==> src/core/twi_slave_pkg.sv <==
package twi_slave_pkg;
  localparam logic [6:0] own_address = 7'h2c;
  localparam logic [7:0] write_first_byte = 8'h58;
  localparam logic [7:0] read_first_byte = 8'h59;
  localparam int bits_per_byte = 8;
  localparam logic [7:0] pointer_reset = 8'h00;

  typedef enum logic [2:0] {
    st_idle = 3'b000,
    st_addr = 3'b001,
    st_addr_ack = 3'b011,
    st_rx = 3'b010,
    st_rx_ack = 3'b110,
    st_tx = 3'b111,
    st_tx_ack = 3'b101
  } slave_state_t;

  typedef struct packed {
    logic wr_en;
    logic [7:0] wr_addr;
    logic [7:0] wr_data;
  } reg_write_t;
endpackage

==> src/core/twi_slave.sv <==
`timescale 1ns/1ns
// Overview of operation
// - Answer only to seven-bit address 2Ch; first byte 58h write, 59h read.
// - First seven bits after start are compared with own address.
// - Eighth bit selects direction: one reads, zero writes.
// - Matching address is acknowledged in the ninth clock.
// - First written byte loads the register pointer and is acknowledged.
// - Later written bytes go to the pointed register and are acknowledged.
// - Pointer advances by one after each written data byte.
// - After read address ack, pointed register is sent MSB first.
// - Master ack advances pointer and next register is sent.
// - Master nack then stop ends read; device releases data line.
// - Every byte is eight bits MSB first plus an ack slot.
// - Data change while clock high mid-transfer abandons the transfer.
module twi_slave
  import twi_slave_pkg::*;
(
  input wire logic clk_sys,
  input wire logic nrst,
  input wire logic scl_in,
  input wire logic sda_in,
  output logic sda_out,
  output logic sda_oe_n,
  output reg_write_t reg_wr,
  output logic [7:0] reg_rd_addr,
  input wire logic [7:0] reg_rd_data
);

  // ----------------------------------------
  // Pin synchronisers and condition detect
  // ----------------------------------------
  logic [1:0] scl_sync;
  logic [1:0] sda_sync;
  logic scl_d;
  logic sda_d;

  always_ff @(posedge clk_sys or negedge nrst) begin
    if (!nrst) begin
      scl_sync <= 2'h3;
      sda_sync <= 2'h3;
      scl_d <= 1'b1;
      sda_d <= 1'b1;
    end else begin
      scl_sync <= {scl_sync[0], scl_in};
      sda_sync <= {sda_sync[0], sda_in};
      scl_d <= scl_sync[1];
      sda_d <= sda_sync[1];
    end
  end

  wire scl_rise = scl_sync[1] & ~scl_d;
  wire scl_fall = ~scl_sync[1] & scl_d;
  wire start_cond = scl_sync[1] & scl_d & sda_d & ~sda_sync[1];
  wire stop_cond = scl_sync[1] & scl_d & ~sda_d & sda_sync[1];

  // ----------------------------------------
  // Byte engine
  // ----------------------------------------
  slave_state_t state;
  logic [3:0] bit_cnt;
  logic [7:0] shift_in;
  logic [7:0] shift_out;
  logic [7:0] pointer;
  logic pointer_loaded;
  logic master_ack;

  // Upper seven bits are the address, bit 0 the direction, so 58h and 59h both match
  wire addr_match = (shift_in[7:1] == own_address);
  // Bits counted on rises, so the fall that follows a start is not taken as a bit
  wire last_bit = (bit_cnt == 4'(bits_per_byte));

  always_ff @(posedge clk_sys or negedge nrst) begin
    if (!nrst) begin
      state <= st_idle;
      bit_cnt <= 4'h0;
      shift_in <= 8'h00;
      pointer_loaded <= 1'b0;
      master_ack <= 1'b0;
    // Any data change with clock high is a start or a stop; both abandon a byte
    end else if (start_cond) begin
      state <= st_addr;
      bit_cnt <= 4'h0;
      pointer_loaded <= 1'b0;
    end else if (stop_cond) begin
      state <= st_idle;
    end else begin
      unique case (state)
        st_idle: begin
        end
        st_addr, st_rx: begin
          if (scl_rise) begin
            shift_in <= {shift_in[6:0], sda_sync[1]};
            bit_cnt <= bit_cnt + 4'h1;
          end
          if (scl_fall && last_bit) begin
            bit_cnt <= 4'h0;
            if (state == st_rx) begin
              state <= st_rx_ack;
            end else if (addr_match) begin
              state <= st_addr_ack;
            end else begin
              state <= st_idle;
            end
          end
        end
        st_addr_ack: begin
          if (scl_fall) begin
            state <= shift_in[0] ? st_tx : st_rx;
          end
        end
        st_rx_ack: begin
          if (scl_fall) begin
            pointer_loaded <= 1'b1;
            state <= st_rx;
          end
        end
        st_tx: begin
          if (scl_rise) begin
            bit_cnt <= bit_cnt + 4'h1;
          end
          if (scl_fall && last_bit) begin
            bit_cnt <= 4'h0;
            state <= st_tx_ack;
          end
        end
        st_tx_ack: begin
          if (scl_rise) begin
            master_ack <= ~sda_sync[1];
          end
          if (scl_fall) begin
            state <= master_ack ? st_tx : st_idle;
          end
        end
      endcase
    end
  end

  // ----------------------------------------
  // Register pointer and writes
  // ----------------------------------------
  wire rx_ack_done = (state == st_rx_ack) && scl_fall && !start_cond && !stop_cond;
  wire tx_ack_done = (state == st_tx_ack) && scl_fall && master_ack
    && !start_cond && !stop_cond;

  always_ff @(posedge clk_sys or negedge nrst) begin
    if (!nrst) begin
      pointer <= pointer_reset;
    end else if (rx_ack_done && !pointer_loaded) begin
      pointer <= shift_in;
    end else if (rx_ack_done || tx_ack_done) begin
      pointer <= pointer + 8'h01;
    end
  end

  always_ff @(posedge clk_sys or negedge nrst) begin
    if (!nrst) begin
      reg_wr <= '0;
    end else begin
      // Strobe once per data byte, one cycle after ack slot end, carrying the pointer value from before its step
      reg_wr.wr_en <= rx_ack_done && pointer_loaded;
      reg_wr.wr_addr <= pointer;
      reg_wr.wr_data <= shift_in;
    end
  end

  always_ff @(posedge clk_sys or negedge nrst) begin
    if (!nrst) begin
      reg_rd_addr <= pointer_reset;
    end else begin
      reg_rd_addr <= pointer;
    end
  end

  // ----------------------------------------
  // Data line drive
  // ----------------------------------------
  // Reload until the first rise of a byte: read data lags a pointer step two cycles,
  // so the byte after a master ack must not be frozen at the opening fall
  always_ff @(posedge clk_sys or negedge nrst) begin
    if (!nrst) begin
      shift_out <= 8'hff;
    end else if ((state == st_tx) && scl_fall && !last_bit) begin
      shift_out <= {shift_out[6:0], 1'b1};
    end else if ((state != st_tx) || (bit_cnt == 4'h0)) begin
      shift_out <= reg_rd_data;
    end
  end

  always_ff @(posedge clk_sys or negedge nrst) begin
    if (!nrst) begin
      sda_oe_n <= 1'b1;
      sda_out <= 1'b1;
    end else begin
      sda_out <= 1'b0;
      unique case (state)
        st_addr_ack, st_rx_ack: sda_oe_n <= 1'b0;
        st_tx: sda_oe_n <= shift_out[7];
        default: sda_oe_n <= 1'b1;
      endcase
    end
  end

  // ----------------------------------------
  // Checks
  // ----------------------------------------
  chk_nack_foreign: assert property (@(posedge clk_sys) disable iff (!nrst)
    (state == st_addr && scl_fall && last_bit && !addr_match && !start_cond && !stop_cond
     && !(scl_sync[1] && scl_d && sda_sync[1] != sda_d)) |=> state == st_idle)
    else $error("foreign address not ignored");
  chk_ack_own: assert property (@(posedge clk_sys) disable iff (!nrst)
    state == st_addr_ack |=> !sda_oe_n)
    else $error("own address not acknowledged");
  chk_start_restart: assert property (@(posedge clk_sys) disable iff (!nrst)
    start_cond |=> state == st_addr && bit_cnt == 4'h0)
    else $error("start does not restart address phase");
  chk_stop_release: assert property (@(posedge clk_sys) disable iff (!nrst)
    stop_cond |=> ##1 sda_oe_n)
    else $error("line not released after stop");
  chk_glitch_abort: assert property (@(posedge clk_sys) disable iff (!nrst)
    (scl_sync[1] && scl_d && sda_sync[1] != sda_d) |=> state inside {st_idle, st_addr})
    else $error("transfer not abandoned");
  chk_write_strobe: assert property (@(posedge clk_sys) disable iff (!nrst)
    (rx_ack_done && pointer_loaded) |=> reg_wr.wr_en && reg_wr.wr_addr == $past(pointer))
    else $error("write strobe missing");
  chk_ptr_advance: assert property (@(posedge clk_sys) disable iff (!nrst)
    (rx_ack_done && pointer_loaded) |=> pointer == $past(pointer) + 8'h01)
    else $error("pointer not advanced");
  chk_read_dir: assert property (@(posedge clk_sys) disable iff (!nrst)
    (state == st_addr_ack && scl_fall && !start_cond && !stop_cond && shift_in[0])
    |=> state == st_tx)
    else $error("read bit did not select transmit");
  chk_tx_advance: assert property (@(posedge clk_sys) disable iff (!nrst)
    tx_ack_done |=> pointer == $past(pointer) + 8'h01)
    else $error("read pointer not advanced");
  cov_write: cover property (@(posedge clk_sys) disable iff (!nrst) reg_wr.wr_en);
  cov_read: cover property (@(posedge clk_sys) disable iff (!nrst) tx_ack_done);
  cov_nack_end: cover property (@(posedge clk_sys) disable iff (!nrst)
    state == st_tx_ack ##1 state == st_idle);
  cov_foreign: cover property (@(posedge clk_sys) disable iff (!nrst)
    state == st_addr ##1 state == st_idle);

endmodule

==> config.mk <==
export PLATFORM = sky130hd
export DESIGN_NAME = twi_slave
export DESIGN_NICKNAME = d
export VERILOG_FILES = /design/src/core/twi_slave_pkg.sv /design/src/core/twi_slave.sv
export SDC_FILE = /design/constraint.sdc
export NUM_CORES = 1
export LEC_CHECK = 0
export BUFFER_PORTS_ARGS = -buffer_cell sky130_fd_sc_hd__buf_2
export CAP_MARGIN = 20
export CORE_MARGIN = 2
export CORE_UTILIZATION = 55
export CTS_BUF_LIST = sky130_fd_sc_hd__clkbuf_4 sky130_fd_sc_hd__clkbuf_8
export DETAILED_ROUTE_END_ITERATION = 7
export MAX_ROUTING_LAYER = met4
export PLACE_DENSITY = 0.77
export SYNTH_ARGS = -nofsm -noshare
export SYNTH_HDL_FRONTEND = slang
export SYNTH_SLANG_ARGS = --single-unit
export TNS_END_PERCENT = 5
==> constraint.sdc <==
create_clock -name clk_sys -period 5.16 [get_ports clk_sys]
set_input_delay 1.548 -clock clk_sys [delete_from_list [all_inputs] [get_ports clk_sys]]
set_output_delay 1.548 -clock clk_sys [all_outputs]
set_load 0.05 [all_outputs]
## After elaboration in Yosys (flattened, before gate mapping)

Cells that the tools add are included.

- Add/subtract/negate cells: 2
- Multipliers: 0
- Div/mod/pow operators: 0
- Magnitude comparators: 0
- Eq/ne operators: 15
- Shift operators: 0
- Mux-type cells: 26
- Bitwise gates (word level): 13
- Reductions and logical operators: 34

Operators by type and width:

| operator | number |
|---|---|
| $mux 8 | 4 |
| $mux 3 | 10 |
| $mux 4 | 5 |
| $ne 4x4->1 const B | 5 |
| $pmux 3 s5 | 1 |
| $logic_and 1x1->1 | 12 |
| $reduce_bool 2->1 | 5 |
| $eq 3x3->1 const B | 3 |
| $add 8x1->8 const B | 1 |
| $reduce_and 4->1 | 2 |
| $and 1x1->1 | 7 |
| $eq 7x6->1 const B | 1 |
| $reduce_bool 7->1 | 1 |
| $eq 3x2->1 const B | 2 |
| $not 1->1 | 6 |
| $reduce_and 3->1 | 2 |
| $reduce_and 6->1 | 1 |
| $add 4x1->4 const B | 1 |
| $eq 4x4->1 const B | 1 |
| $logic_not 1->1 | 4 |
| $logic_not 4->1 | 1 |
| $mux 1 | 4 |
| $reduce_or 2->1 | 2 |
| $eq 3x1->1 const B | 1 |
| other kinds (7) | 8 |

- Flip-flop bits (word level): 58
- Bits in latches: 0
- RAM bits: 0
- Memory bits (read-only): 0
- Input port bits: 12
- Output and inout bits: 27
- Logic and storage cells: 106
- Memories kept: 0

## Longest topological paths before layout

- Word-level depth: 9
- Gate-level depth with buffers: 7
- Gate-level depth less buffers: 6

## Worst setup path after synthesis

OpenSTA, ideal clock, no wires.

- Path type: flip-flop to output port
- Start: register reg_rd_addr[2] (netlist name)
- End: output reg_wr[10] in the netlist's numbering
- Arrival time: 0.886 ns
- Setup slack: 2.726 ns
- Cell stages (with the launch flop): 2
- Path buffers: 1
- Path through: dfrtp_1 buf_4

RTL lines:

| what | line | source |
|---|---|---|
| end: declaration | twi_slave.sv:24 | `output reg_write_t reg_wr,` |

## Final worst setup path

- Start: register sda_out
- End: output sda_out

RTL lines:

| what | line | source |
|---|---|---|
| start: declaration | twi_slave.sv:22 | `output logic sda_out,` |
| start signal: assignment | twi_slave.sv:192 | `sda_out <= 1'b1;` |
| start signal: assignment | twi_slave.sv:194 | `sda_out <= 1'b0;` |

No word-level cell between the ends.

==> results.py <==
metrics = {
    "synth": {
        "yosysUniqueCellTypes": 48,
        "synth_seq_cells": 58,
        "synth_edf_count": 0,
        "synth_top_area_share_pct": 40.11,
        "synth_area_leaders": "dfrtp_1 40%, dfstp_2 16%, mux2i_1 3.8%, mux2_2 3.4%, o21ai_0 3.1%",
        "synth_ff_type": "dfrtp_1",
        "syn_area_per_cell_um2": 11.49,
        "async_reset_ff_share_pct": 100.0,
        "ys_seq_area_share_pct": 56.16,
        "yosys_warnings": 0,
        "yosysTopAreaCell": "dfrtp_1",
        "netlist_area_mm2": 0.002620,
        "syn_nets": 243,
        "netlist_instances": 228,
    },
    "setup_path": {
        "crit_required_ns": 3.61,
        "crit_path_start_kind": "register",
        "path_delay_family": "flip-flops",
        "path_buf_inv": 1,
        "rrSetupSlack_ns": 3.24,
        "endpoint_kind": "output port",
        "rr_endpoint": "pointer[5]$_DFFE_PN0P_",
        "reg2reg_from": "state[1]$_DFFE_PN0P_",
        "crit_type": "register to output port",
        "reg2reg_depth": 4,
        "crit_fanout": 1,
        "cp_slowest_cell": "dfstp_2",
        "cp.arrival_ns": 1.08,
        "cpPeakStageDelay_ns": 0.51,
        "worstPathCellList": "buf_2",
    },
    "sta": {
        "setup_viol": 0,
        "fmax_mhz": 380.2,
        "maxSlewViolCount": 0,
        "timing.setup.tns_ns": 0,
        "worstMarginPinSlew_ns": 0.5560,
        "skew_ns": 0.007563,
        "fin_hold_ws_ns": 0.3562,
        "rsz0062_at_grt": "no",
        "worst_slack_ns": 2.530,
        "post-route-period-util_pct": 50.98,
        "min_period_ns": 2.630,
        "finalHoldViolCount": 0,
        "slew-limit-headroom_pct": 62.90,
    },
    "drt": {
        "drtIter0Drc": 115,
        "dr.pass1.iters": 4,
        "met2_length_mm": 2.121,
        "via_per_inst": 5.569,
        "met1_length_mm": 2.129,
        "drc_errors": 0,
        "wire_per_inst_um": 14.03,
        "wl_met3_um": 205,
        "dr_total_vias": 1782,
        "drtAntennaViolNets": 0,
        "highest_layer": "met4",
        "routed_wl_mm": 4.491,
    },
    "floorplan": {
        "die_w_um": 73.02,
        "io_pins": 39,
        "core_mm2": 0.004661,
        "die-area_mm2": 0.005332,
        "die_h_um": 73.02,
        "rows": 25,
        "start_util_pct": 56.21,
    },
    "clocking": {
        "ctsResizeCount": 0,
        "post-cts-setup-buffer-count": 0,
        "cts_max_level": 3,
        "cts_hold_buffers": 0,
        "clk_latency_ns": 0.32,
        "clock_path_buffers": 2,
        "clock-sinks": 58,
        "cts_made_buffers": 9,
        "cts_tree": "done",
        "clkTransAtPathRegs_ns": 0.07,
        "clockRootBuffer": "clkbuf_8",
    },
    "placement": {
        "dp.cells": 303,
        "place_ws_ns": 2.756,
        "place_congestion": 0.8549,
        "io_buffers": 38,
        "dp_hpwl_mm": 3.079,
    },
    "grt": {
        "grt_overflow": 0,
        "grt_pass1_vias": 1588,
        "grt_use_total_pct": 19.14,
        "grt_max_degree": 39,
        "grt_pass1_wl_mm": 7.445,
        "antenna_found_initial": 0,
    },
    "power": {
        "pwr-share-clk_pct": 32.6,
        "vdd_drop_max_uv": 287.1,
        "p_leak_nw": 1.373,
        "switching_share_pct": 32.98,
        "net-switching-power_mw": 0.4645,
        "combPwrFrac_pct": 22.2,
        "pwr-share-seq_pct": 45.1,
        "power_density_mw_per_mm2": 468.3,
        "internal-power_mw": 0.9440,
    },
    "final_layout": {
        "fin_util_pct": 64.54,
        "layout_commonest_cell": "dfrtp_1",
        "antenna_cells": 0,
        "final_cell_mix": "42 x dfrtp_1, 38 x buf_2, 19 x nand2_1, 16 x o21ai_0, 16 x dfstp_2",
        "instances_no_fill": 320,
        "syn2layout_area_growth_pct": 14.80,
        "drive_gt1_share_pct": 32.71,
        "fin_nets": 276,
    },
    "worst_hold_path": {
        "hold-path-cell-count": 0,
        "min-delay-start": "scl_sync[0]$_DFF_PN1_",
        "hold_path_class": "register to register",
        "hold_end": "scl_sync[1]$_DFF_PN1_",
    },
    "run_status": {
        "status": "finished, final reports clean",
    },
    "flow_run": {
        "maxCapViolations": 0,
    },
}
flip-flops by register name (all words and copies together) (netlist names):
register and count:
bit_cnt 4, master_ack 1, pointer 8, pointer_loaded 1, reg_rd_addr 8, reg_wr 9
scl_d 1, scl_sync 2, sda_d 1, sda_oe_n 1, sda_out 1, sda_sync 2
shift_in 8, shift_out 8, state 3
power groups by stage:
| stage | combinational [mW] | clock (mW) | sequential (mW) |
|---|---|---|---|
| after floorplan | 0.152 | 0 | 0.720 |
| after global placement | 0.307 | 0 | 0.643 |
| after detailed placement | 0.314 | 0 | 0.643 |
| after CTS | 0.315 | 0.470 | 0.636 |
| after global routing | 0.335 | 0.493 | 0.649 |
| final | 0.313 | 0.460 | 0.636 |
Yosys cell counts, drive strengths merged, types with 3 or more instances:
cell and n:
nand3b 6, nor4b 3, xnor2 5, buf 13, nand4 3, dfstp 16, nand3 9, a21oi 8
nand2b 4, nor2 8, inv 4, clkbuf 6, mux2i 10, a31oi 3, nor3b 5, ha 3
nor2b 3, nand2 19, nor3 5, mux2 8, o21ai 16, o31ai 3, dfrtp 42
area by class of cell:
cell class,instances,area [um^2]
Clock inverter,6,88.84
Sequential cell,58,1471
Fill cell,363,1653
Multi-Input combinational cell,147,1015
Tap cell,54,67.56
Timing Repair Buffer,41,212.7
Inverter,4,15.01
Clock buffer,10,137.6
stage by stage:
| step | instance area, um^2 | power, mW |
|---|---|---|
| floorplan | 2620 | 0.8717 |
| global placement | 2774 | 0.9499 |
| detailed placement | 2774 | 0.9568 |
| CTS | 3000 | 1.420 |
| global route | 3008 | 1.477 |
| finish | 3008 | 1.409 |
worst max path at each step:
stage / from / to / depth (start not counted)
6_report: sda_out$_DFF_PN1_ / sda_out / 1
5_1_grt: sda_oe_n$_DFF_PN1_ / sda_oe_n / 1
4_1_cts: sda_out$_DFF_PN1_ / sda_out / 1
3_5_place_dp: nrst / scl_sync[1]$_DFF_PN1_ / 2
3_3_place_gp: nrst / scl_sync[0]$_DFF_PN1_ / 2
2_1_floorplan: reg_rd_addr[2]$_DFF_PN0_ / reg_wr[10] / 1
layer usage:
layer / track usage (%) / vias to the layer above
li1: - / 875
met1: 25.32 / 856
met2: 27.13 / 47
met3: 6.215 / 4
met4: 8.025 / 0
met5: - / -
cell families (layout without fill, tap and decap cells):
group | after synthesis | count (layout) | synth area share, %
flip-flops | 58 | 58 | 56.16
AND/OR/NAND/NOR | 74 | 74 | 17.00
other | 1 | 1 | 0.1431
adder cells (fa/ha/maj) | 3 | 3 | 1.433
buffers and inverters | 23 | 61 | 5.110
AO/OA/AOI/OAI | 46 | 46 | 11.22
multiplexers | 18 | 18 | 7.259
XOR/XNOR | 5 | 5 | 1.671
Power figures use the tool's default switching activity.
